**config.mk**
```make
export PLATFORM = sky130hd
export DESIGN_NAME = ct_unit
export DESIGN_NICKNAME = d
export VERILOG_FILES = /design/src/pkg/ct_unit_pkg.sv /design/src/rtl/ct_unit.sv
export VERILOG_INCLUDE_DIRS = /design/src /design/src/pkg
export SDC_FILE = /design/constraint.sdc
export NUM_CORES = 1
export LEC_CHECK = 0
export ABC_AREA = 1
export BUFFER_PORTS_ARGS = -buffer_cell sky130_fd_sc_hd__buf_2
export CAP_MARGIN = 20
export CORE_ASPECT_RATIO = 0.5
export CORE_MARGIN = 4
export CORE_UTILIZATION = 53
export DETAILED_ROUTE_END_ITERATION = 16
export PLACE_DENSITY = 0.75
export SETUP_SLACK_MARGIN = 0.02
export SYNTH_ARGS = -nofsm -noshare
export SYNTH_HDL_FRONTEND = slang
export SYNTH_SLANG_ARGS = --single-unit
```
**constraint.sdc**
```tcl
create_clock -name core_clk_i -period 1.7 [get_ports core_clk_i]
set_clock_uncertainty 0.2 [all_clocks]
set_input_delay 0.085 -clock core_clk_i [delete_from_list [all_inputs] [get_ports core_clk_i]]
set_output_delay 0.085 -clock core_clk_i [all_outputs]
set_load 0.005 [all_outputs]
```
**src/pkg/ct_unit_regs.svh**
```systemverilog
/*
 * register indices, field positions, reset values and timing counts of the
 * counter/timer and interrupt unit. assumes a plain 8-bit register port.
 */
`ifndef CT_UNIT_REGS_SVH
`define CT_UNIT_REGS_SVH

`define AUX_CTRL_ADDR      3'h0
`define INT_STATUS_ADDR    3'h1
`define INT_MASK_ADDR      3'h2
`define CNT_UPPER_ADDR     3'h3
`define CNT_LOWER_ADDR     3'h4
`define COMMAND_ADDR       3'h5
`define CHAN_STATUS_ADDR   3'h6
`define MODE_CTRL_ADDR     3'h7

`define AUX_CTRL_RESET     8'h00
`define MASK_RESET         8'h00
`define COUNT_RESET        16'h0002
`define MODE_CTRL_RESET    8'h00

`define PWR_SEL_BIT        3
`define CT_MODE_MSB        6
`define CT_MODE_LSB        4
`define OUT_SEL_MSB        2
`define OUT_SEL_LSB        0
`define MODE_FFULL_BIT     0
`define MODE_RX_RTS_BIT    1
`define MODE_TX_RTS_BIT    2

`define ST_MPI_CHANGE      7
`define ST_MPI_LEVEL       6
`define ST_CT_READY        4
`define ST_BREAK_CHANGE    3
`define ST_RX_READY        2
`define ST_TX_EMPTY        1
`define ST_TX_READY        0

`define CMD_START_CT       4'h8
`define CMD_STOP_CT        4'h9
`define CMD_SET_RTS        4'ha
`define CMD_CLR_RTS        4'hb
`define CMD_CLR_MPI_CHG    4'hc
`define CMD_CLR_BRK_CHG    4'h5

`define PRESCALE_DIV       4'hf

`endif

```
**src/pkg/ct_unit_pkg.sv**
```systemverilog
/*
 * types shared by the counter/timer and interrupt unit.
 * assumes ct_unit_regs.svh holds the numbers.
 */
package ct_unit_pkg;

    typedef struct packed {
        logic [2:0] addr;
        logic [7:0] wdata;
        logic       wr;
        logic       rd;
    } reg_req_t;

    typedef struct packed {
        logic tx_empty;
        logic tx_ready;
        logic rx_char_in;
        logic rx_fifo_read;
        logic rx_fifo_nonempty;
        logic rx_fifo_full;
        logic rx_shift_full;
        logic break_change;
        logic tx_done;
        logic tx_clk_1x;
        logic tx_clk_16x;
        logic rx_clk_1x;
        logic rx_clk_16x;
    } chan_in_t;

    typedef enum logic [1:0] {
        CT_IDLE,
        CT_RUN
    } ct_state_t;

endpackage : ct_unit_pkg

```
**src/rtl/ct_unit.sv**
```systemverilog
/*
 * counter/timer, power-down select, multipurpose output selector and
 * interrupt status/mask of a single-channel serial controller.
 * assumes: channel status pulses come from logic on core_clk_i; the
 * oscillator clock and multipurpose input are asynchronous pins.
 */
// Local design decisions: the placing of the registers and strobed register access.
`timescale 1ns/1ns
`include "ct_unit_regs.svh"

//Function
// - modes 000-011 counter with four clock sources
// - modes 100-111 timer with four clock sources
// - power-down select zero freezes oscillator functions
// - power-down drives oscillator input low, output high
// - rate generator sixteen-times clocks, fifty percent duty
// - code 000 gives request-to-send, auto clear options
// - code 001 gives counter/timer output
// - codes 010-101 give shift clocks
// - codes 110/111 give inverted ready statuses
// - masked status drives interrupt low; reads unmasked
// - reset clears interrupt status bits 7-2; bits 1,0 follow the channel
// - bit 7 sets on input change, command clears
// - bit 6 latches input level at read
// - bit 3 sets on break change, command clears
// - bit 2 receiver ready or fifo full
// - bits 1,0 mirror transmitter empty, ready
// - timer square wave, ready once per cycle
// - timer count change applies next half-period
// - counter counts down, ready at terminal count
// - counter writes apply at next start
// - start preloads and starts (counter only when idle); stop clears ready
// - commands clear change and break status
module ct_unit (
    input  wire logic                  core_clk_i,
    input  wire logic                  rst_b_i,
    input  wire ct_unit_pkg::reg_req_t reg_req_i,
    output logic [7:0]                 reg_rdata_o,
    input  wire ct_unit_pkg::chan_in_t chan_i,
    input  wire logic                  multipurpose_input_pin_i,
    input  wire logic                  osc_clk_i,
    input  wire logic                  rate_generator_16x_i,
    output logic                       multipurpose_output_pin_o,
    output logic                       interrupt_request_n_o,
    output logic                       oscillator_input_o,
    output logic                       oscillator_input_oe_o,
    output logic                       oscillator_output_o,
    output logic                       osc_enable_o
);

    // rate generator 16x clock arrives from outside and is only buffered here
    logic [7:0]  auxiliary_control_q;
    logic [7:0]  interrupt_mask_q;
    logic [7:0]  count_upper_byte_q;
    logic [7:0]  count_lower_byte_q;
    logic [7:0]  mode_ctrl_q;
    logic [15:0] ct_value_q,  ct_value_d;
    logic [15:0] ct_start_q,  ct_start_d;
    logic        ct_wave_q,   ct_wave_d;
    logic        ct_half_q,   ct_half_d;
    logic        ct_term_q,   ct_term_d;
    ct_unit_pkg::ct_state_t ct_state_q, ct_state_d;
    logic [3:0]  mpi_div_q,   osc_div_q;
    logic        mpi_div_tick_q, osc_div_tick_q;
    logic [1:0]  mpi_sync_q,  osc_sync_q;
    logic        mpi_last_q,  osc_last_q;
    logic        mpi_chg_q,   brk_chg_q,   ct_ready_q,  rx_flag_q;
    logic        mpi_level_q;
    logic        rts_reg_q;
    logic        mpo_q,       intr_n_q;
    logic [7:0]  rdata_q;

    // decoding
    wire         wr_aux   = reg_req_i.wr && reg_req_i.addr == `AUX_CTRL_ADDR;
    wire         wr_mask  = reg_req_i.wr && reg_req_i.addr == `INT_MASK_ADDR;
    wire         wr_upper = reg_req_i.wr && reg_req_i.addr == `CNT_UPPER_ADDR;
    wire         wr_lower = reg_req_i.wr && reg_req_i.addr == `CNT_LOWER_ADDR;
    wire         wr_mode  = reg_req_i.wr && reg_req_i.addr == `MODE_CTRL_ADDR;
    wire         wr_cmd   = reg_req_i.wr && reg_req_i.addr == `COMMAND_ADDR;
    wire [3:0]   cmd      = reg_req_i.wdata[7:4];
    wire         cmd_start   = wr_cmd && cmd == `CMD_START_CT;
    wire         cmd_stop    = wr_cmd && cmd == `CMD_STOP_CT;
    wire         cmd_set_rts = wr_cmd && cmd == `CMD_SET_RTS;
    wire         cmd_clr_rts = wr_cmd && cmd == `CMD_CLR_RTS;
    wire         cmd_clr_mpi = wr_cmd && cmd == `CMD_CLR_MPI_CHG;
    wire         cmd_clr_brk = wr_cmd && cmd == `CMD_CLR_BRK_CHG;
    wire         rd_status   = reg_req_i.rd && reg_req_i.addr == `INT_STATUS_ADDR;

    wire [2:0]   ct_mode  = auxiliary_control_q[`CT_MODE_MSB:`CT_MODE_LSB];
    wire [2:0]   out_sel  = auxiliary_control_q[`OUT_SEL_MSB:`OUT_SEL_LSB];
    wire         timer_mode = ct_mode[2];
    wire         powered  = auxiliary_control_q[`PWR_SEL_BIT];

    // synchronised pins and their edges
    wire         mpi_now  = mpi_sync_q[1];
    wire         mpi_rise = mpi_now && !mpi_last_q;
    wire         mpi_edge = mpi_now != mpi_last_q;
    wire         osc_rise = osc_sync_q[1] && !osc_last_q && powered;

    // clock source table for counter and timer
    logic        ct_tick;
    always_comb begin
        unique case (ct_mode)
            3'h0, 3'h4: ct_tick = mpi_rise;
            3'h1, 3'h5: ct_tick = mpi_div_tick_q;
            3'h2:       ct_tick = chan_i.tx_clk_1x;
            3'h6:       ct_tick = osc_rise;
            3'h3, 3'h7: ct_tick = osc_div_tick_q;
        endcase
    end

    wire [15:0]  count_regs = {count_upper_byte_q, count_lower_byte_q};
    wire         at_one     = ct_value_q == 16'h0001;

    // counter/timer engine
    always_comb begin
        ct_state_d = ct_state_q;
        ct_value_d = ct_value_q;
        ct_start_d = ct_start_q;
        ct_wave_d  = ct_wave_q;
        ct_half_d  = ct_half_q;
        ct_term_d  = 1'b0;
        if (cmd_start && (timer_mode || ct_state_q == ct_unit_pkg::CT_IDLE)) begin
            ct_start_d = count_regs;
            ct_value_d = count_regs;
            ct_state_d = ct_unit_pkg::CT_RUN;
            ct_wave_d  = 1'b1;
            ct_half_d  = 1'b0;
        end else if (cmd_stop && !timer_mode) begin
            ct_state_d = ct_unit_pkg::CT_IDLE;
            ct_wave_d  = 1'b1;
        end else if (ct_state_q == ct_unit_pkg::CT_RUN && ct_tick) begin
            if (timer_mode) begin
                if (at_one) begin
                    ct_value_d = count_regs;
                    ct_wave_d  = !ct_wave_q;
                    ct_half_d  = !ct_half_q;
                    ct_term_d  = ct_half_q;
                end else begin
                    ct_value_d = ct_value_q - 16'h0001;
                end
            end else begin
                ct_value_d = ct_value_q - 16'h0001;
                if (at_one) begin
                    ct_term_d = 1'b1;
                    ct_wave_d = 1'b0;
                end
            end
        end
    end

    // status bits: set wins over clear
    wire         mpi_chg_d  = mpi_edge || (mpi_chg_q && !cmd_clr_mpi);
    wire         brk_chg_d  = chan_i.break_change || (brk_chg_q && !cmd_clr_brk);
    wire         ct_ready_d = ct_term_q || (ct_ready_q && !cmd_stop);
    wire         rx_set     = mode_ctrl_q[`MODE_FFULL_BIT] ?
                              (chan_i.rx_char_in && chan_i.rx_fifo_full) :
                              chan_i.rx_char_in;
    wire         rx_clr     = mode_ctrl_q[`MODE_FFULL_BIT] ?
                              (chan_i.rx_fifo_read && !chan_i.rx_shift_full) :
                              chan_i.rx_fifo_read;
    wire         rx_again   = !mode_ctrl_q[`MODE_FFULL_BIT] && chan_i.rx_fifo_nonempty;
    wire         rx_flag_d  = rx_set || (rx_flag_q && !rx_clr) || (rx_clr && rx_again);

    wire [7:0]   status = {mpi_chg_q, mpi_level_q, 1'b0, ct_ready_q, brk_chg_q,
                           rx_flag_q, chan_i.tx_empty, chan_i.tx_ready};
    wire         int_any = |(status & interrupt_mask_q);

    // multipurpose output selector
    wire         rts_auto = (mode_ctrl_q[`MODE_TX_RTS_BIT] && chan_i.tx_done) ||
                            (mode_ctrl_q[`MODE_RX_RTS_BIT] && chan_i.rx_fifo_full &&
                             chan_i.rx_shift_full);
    logic        mpo_d;
    always_comb begin
        unique case (out_sel)
            3'h0: mpo_d = !rts_reg_q;
            3'h1: mpo_d = ct_wave_q;
            3'h2: mpo_d = chan_i.tx_clk_1x;
            3'h3: mpo_d = chan_i.tx_clk_16x;
            3'h4: mpo_d = chan_i.rx_clk_1x;
            3'h5: mpo_d = chan_i.rx_clk_16x;
            3'h6: mpo_d = !chan_i.tx_ready;
            3'h7: mpo_d = !rx_flag_q;
        endcase
    end

    wire         rts_reg_d = cmd_set_rts ? 1'b1 :
                             (cmd_clr_rts || rts_auto) ? 1'b0 : rts_reg_q;

    // register read mux; write-only registers read as zero
    wire [7:0]   rdata_d = rd_status ? {status[7], mpi_now, status[5:0]} : 8'h00;

    always_ff @(posedge core_clk_i or negedge rst_b_i) begin
        if (!rst_b_i) begin
            mpi_sync_q <= 2'b00;
            osc_sync_q <= 2'b00;
            mpi_last_q <= 1'b0;
            osc_last_q <= 1'b0;
        end else begin
            mpi_sync_q <= {mpi_sync_q[0], multipurpose_input_pin_i};
            osc_sync_q <= {osc_sync_q[0], osc_clk_i};
            mpi_last_q <= mpi_sync_q[1];
            osc_last_q <= osc_sync_q[1];
        end
    end

    always_ff @(posedge core_clk_i or negedge rst_b_i) begin
        if (!rst_b_i) begin
            mpi_div_q      <= 4'h0;
            osc_div_q      <= 4'h0;
            mpi_div_tick_q <= 1'b0;
            osc_div_tick_q <= 1'b0;
        end else begin
            mpi_div_tick_q <= mpi_rise && mpi_div_q == `PRESCALE_DIV;
            osc_div_tick_q <= osc_rise && osc_div_q == `PRESCALE_DIV;
            if (mpi_rise) mpi_div_q <= mpi_div_q + 4'h1;
            if (osc_rise) osc_div_q <= osc_div_q + 4'h1;
        end
    end

    always_ff @(posedge core_clk_i or negedge rst_b_i) begin
        if (!rst_b_i) begin
            auxiliary_control_q <= `AUX_CTRL_RESET;
            interrupt_mask_q    <= `MASK_RESET;
            count_upper_byte_q  <= 8'(`COUNT_RESET >> 8);
            count_lower_byte_q  <= 8'(`COUNT_RESET);
            mode_ctrl_q         <= `MODE_CTRL_RESET;
        end else begin
            if (wr_aux)   auxiliary_control_q <= reg_req_i.wdata;
            if (wr_mask)  interrupt_mask_q    <= reg_req_i.wdata;
            if (wr_upper) count_upper_byte_q  <= reg_req_i.wdata;
            if (wr_lower) count_lower_byte_q  <= reg_req_i.wdata;
            if (wr_mode)  mode_ctrl_q         <= reg_req_i.wdata;
        end
    end

    always_ff @(posedge core_clk_i or negedge rst_b_i) begin
        if (!rst_b_i) begin
            ct_state_q <= ct_unit_pkg::CT_IDLE;
            ct_value_q <= `COUNT_RESET;
            ct_start_q <= `COUNT_RESET;
            ct_wave_q  <= 1'b1;
            ct_half_q  <= 1'b0;
            ct_term_q  <= 1'b0;
        end else begin
            ct_state_q <= ct_state_d;
            ct_value_q <= ct_value_d;
            ct_start_q <= ct_start_d;
            ct_wave_q  <= ct_wave_d;
            ct_half_q  <= ct_half_d;
            ct_term_q  <= ct_term_d;
        end
    end

    always_ff @(posedge core_clk_i or negedge rst_b_i) begin
        if (!rst_b_i) begin
            mpi_chg_q   <= 1'b0;
            brk_chg_q   <= 1'b0;
            ct_ready_q  <= 1'b0;
            rx_flag_q   <= 1'b0;
            mpi_level_q <= 1'b0;
        end else begin
            mpi_chg_q  <= mpi_chg_d;
            brk_chg_q  <= brk_chg_d;
            ct_ready_q <= ct_ready_d;
            rx_flag_q  <= rx_flag_d;
            if (rd_status) mpi_level_q <= mpi_now;
        end
    end

    always_ff @(posedge core_clk_i or negedge rst_b_i) begin
        if (!rst_b_i) begin
            rts_reg_q <= 1'b0;
            mpo_q     <= 1'b1;
            intr_n_q  <= 1'b1;
            rdata_q   <= 8'h00;
        end else begin
            rts_reg_q <= rts_reg_d;
            mpo_q     <= mpo_d;
            intr_n_q  <= !int_any;
            rdata_q   <= rdata_d;
        end
    end

    assign reg_rdata_o               = rdata_q;
    assign multipurpose_output_pin_o = mpo_q;
    assign interrupt_request_n_o     = intr_n_q;
    // power-down forces oscillator pins; control bit comes from a register
    assign oscillator_input_o        = 1'b0;
    assign oscillator_input_oe_o     = !auxiliary_control_q[`PWR_SEL_BIT];
    assign oscillator_output_o       = !auxiliary_control_q[`PWR_SEL_BIT] ||
                                       rate_generator_16x_i;
    assign osc_enable_o              = auxiliary_control_q[`PWR_SEL_BIT];

endmodule : ct_unit

```
==> reports/summary.txt <==
Status - finished with violations
Failing checks - setup timing
CTS root buffer - clkbuf_16
Most common cell in the synthesized netlist - nand2_1
Final Non-Filler Cells - 746
Htree depth - 3
GP Congestion - 0.8778
Layout cell share with drive strength beyond 1 - 28.21%
Clk Latency, worst-skew pair - 0.34 ns
Post-DP HPWL - 7.320 mm
Leakage - 2.892 nW
Drt first-iter violations - 361
P per Cell Area - 1467 nW/um^2
Drc violations - 0
Synthesized cell area - 4156 um^2
Fin crit share - 103.0%
Placed insts - 697
Critical R2R Launch - ct_value_q[1]$_DFFE_PN1P_
Flop2flop setup slack - -0.05 ns
Port bufs - 42
TritonCTS clock tree - built
Hold Violations, Final - 0
Hold Path Class - in -> reg
Sequential fraction of the synthesis area - 50.72%
First-pass GRT wire length - 19.18 mm
# IOs - 45
Warnings from Yosys - 0
Nets - 669
Worst Hold Depth - 5
FF-to-FF End - ct_value_q[4]$_DFFE_PN0P_
Yosys top cell area share - 47.56%
Min-Delay Endpoint - mode_ctrl_q[0]$_DFFE_PN0P_
WHS - 0.002711 ns
Row Count - 22
Kind of critical path - reg -> reg
Pins Over Slew Limit - 0
Vias in the first global route - 4012
Setup TNS - -0.3253 ns
Post-Syn Instances - 507
Largest area contributor in the netlist - dfrtp_1
Clock slew at reported path FFs - 0.06 ns
Starting density of the core - 55.72%
Initial DRT Pass Iterations - 5
Fin crit period - 1.751 ns
Critical Path Sink Type - flip-flop
Fillers - 472
Predominant post-synthesis flop cell - dfrtp_1
GRT overflow - 0
CP startpoint kind - flip-flop
Clk sinks - 84
Pin count of the biggest net entering global routing - 37
Area growth, synth to finish - 35.58%
Max Root-Sink Buffers - 2
Worst slew margin - 63.56%
Vias after detailed routing - 3937
Compound-Gate Fraction of Synth Area - 8.248%
Die X - 133.2 um
Drt wl/cell - 15.73 um
ANT nets after route - 0
Least-Margin Pin Slew - 0.5451 ns
Antenna violations before repair - 0
R2R depth - 12
Synth top cells by count - nand2_1 (155), dfrtp_1 (79), inv_1 (57)
Max frequency - 571.0 MHz
Adder-cell area share of the yosys netlist - 1.505%
Average via count per standard cell - 5.277
CTS buffer count - 9
Max-Cap Viols - 0
Req. time, crit path - 1.73 ns
CP Max Fanout - 11
Routed wire length - 11.74 mm
CORE AREA - 7460 um^2
Mux share of post-synthesis cell area - 0.2709%
Arr. time, crit path - 1.78 ns
Largest cells by area after synthesis - dfrtp_1 (48%), nand2_1 (14%), o21ai_0 (5.8%)
Final WS setup - -0.05129 ns
GRT Overall Usage - 25.82%
Fraction of synthesized cell area in xor and xnor cells - 2.529%
RSZ-0062 raised after global routing - true
Worst VDD drop - 1.097 mV
Hold path startpoint - reg_req_i[11]
Largest family of logic cells by synthesized area - simple AND/OR/NAND/NOR gates
Syn avg cell area - 8.198 um^2
Synth Register Bits - 84
Die Height - 70.62 um
Number of diodes - 0
Die area - 9409 um^2
EDFF count, synth - 0
Setup violations, final - 12
Synth unique cells - 37
Asr flop ratio synth - 100.0%
Post-Synth Simple-Gate Area - 29.17%
[power by group]
group	internal (mW)	switching (mW)	leakage (nW)	total [mW]
Clock	1.29	0.821	0.152	2.11
Combinational	1.49	1.84	1.70	3.32
Sequential	2.50	0.333	1.04	2.83
Total	5.28	2.99	2.89	8.27
[critical path, stage by stage (launching register included)]
cell and delay, ns:
dfstp_2 0.54, inv_2 0.05, ha_4 0.15, inv_2 0.04
nor2_1 0.03, nand2_1 0.09, nor2_4 0.05, nand3_4 0.11
nand2_8 0.11, nand2_2 0.08, o21ai_1 0.06, nand2_1 0.10
nand2_1 0.05
[flip-flops by register name (all words and copies together) (netlist names), 2 cells and up]
signal,count
count_upper_byte_q,8
mode_ctrl_q,3
interrupt_mask_q,7
reg_rdata_o,7
osc_div_q,4
count_lower_byte_q,8
ct_value_q,16
osc_sync_q,2
auxiliary_control_q,7
mpi_sync_q,2
mpi_div_q,4
[through the flow]
step	instance area, um^2	worst slack [ns]	util [%]	power (mW)
5_1_grt	5635	-0.1604	75.55	8.812
6_report	5635	-0.05129	75.55	8.269
2_1_floorplan	4173	0.008512	-	4.490
3_5_place_dp	4867	-0.1658	65.25	5.663
3_3_place_gp	4867	-0.1534	65.25	5.565
4_1_cts	5527	0.003924	74.09	8.008
[area by class of cell]
class | count | area, um^2 | share of cell area, %
Clock buffer | 9 | 225.2 | 3.996
Clock inverter | 7 | 97.59 | 1.732
Inverter | 61 | 229.0 | 4.063
Multi-Input combinational cell | 352 | 1903 | 33.77
Sequential cell | 84 | 2110 | 37.43
Tap cell | 108 | 135.1 | 2.398
Timing Repair Buffer | 125 | 935.9 | 16.61
[how the worst max path moves through the flow]
| stage | from | endpoint | slack, ns | depth (start not counted) |
|---|---|---|---|---|
| floorplan | ct_value_q[1]$_DFFE_PN1P_ | ct_value_q[4]$_DFFE_PN0P_ | 0.009 | 13 |
| global placement | ct_value_q[1]$_DFFE_PN1P_ | ct_value_q[10]$_DFFE_PN0P_ | -0.15 | 12 |
| detailed placement | ct_value_q[1]$_DFFE_PN1P_ | ct_value_q[1]$_DFFE_PN1P_ | -0.17 | 11 |
| finish | ct_value_q[1]$_DFFE_PN1P_ | ct_value_q[4]$_DFFE_PN0P_ | -0.05 | 12 |
| CTS | ct_value_q[1]$_DFFE_PN1P_ | ct_value_q[0]$_DFFE_PN0P_ | 0.004 | 12 |
| global route | ct_value_q[6]$_DFFE_PN0P_ | ct_value_q[7]$_DFFE_PN0P_ | -0.16 | 11 |
[kinds of logic (layout without fill, tap and decap cells)]
kind of cell / after synthesis / in the layout
AO/OA/AOI/OAI: 62 / 62
XOR/XNOR: 12 / 12
adder cells (fa/ha/maj): 5 / 5
buffers and inverters: 74 / 202
flip-flops: 84 / 84
multiplexers: 1 / 1
other: 1 / 2
AND/OR/NAND/NOR: 268 / 270
[timing repair]
item	4_1_cts	5_1_grt
setup endpoints to repair	17	20
pin swaps	5	7
hold buffers	26	0
cloned	0	2
setup buffers	1	5
resized for setup	19	20
hold endpoints to repair	123	0
[routing by layer]
layer  GRT usage (%)  vias to the layer above  part of all wire [%]
li1                -                     1868                     -
met1           32.13                     1892                    42
met2           43.48                      140                    49
met3           6.250                       37                   5.7
met4           11.63                        0                   3.3
met5               0                        -                     0
[placed cells by master (no fill, tap or decap), drive strengths merged, types with 4 or more instances in the layout]
master       instances
inv                 63
ha                   5
buf                100
xor2                 8
a21oi                7
o21ai               48
clkbuf               9
dlygate4sd3         25
nand3               49
dfrtp               79
nand4                9
nand2              160
dfstp                5
xnor2                4
nor2                46
Power figures use the tool's default switching activity.
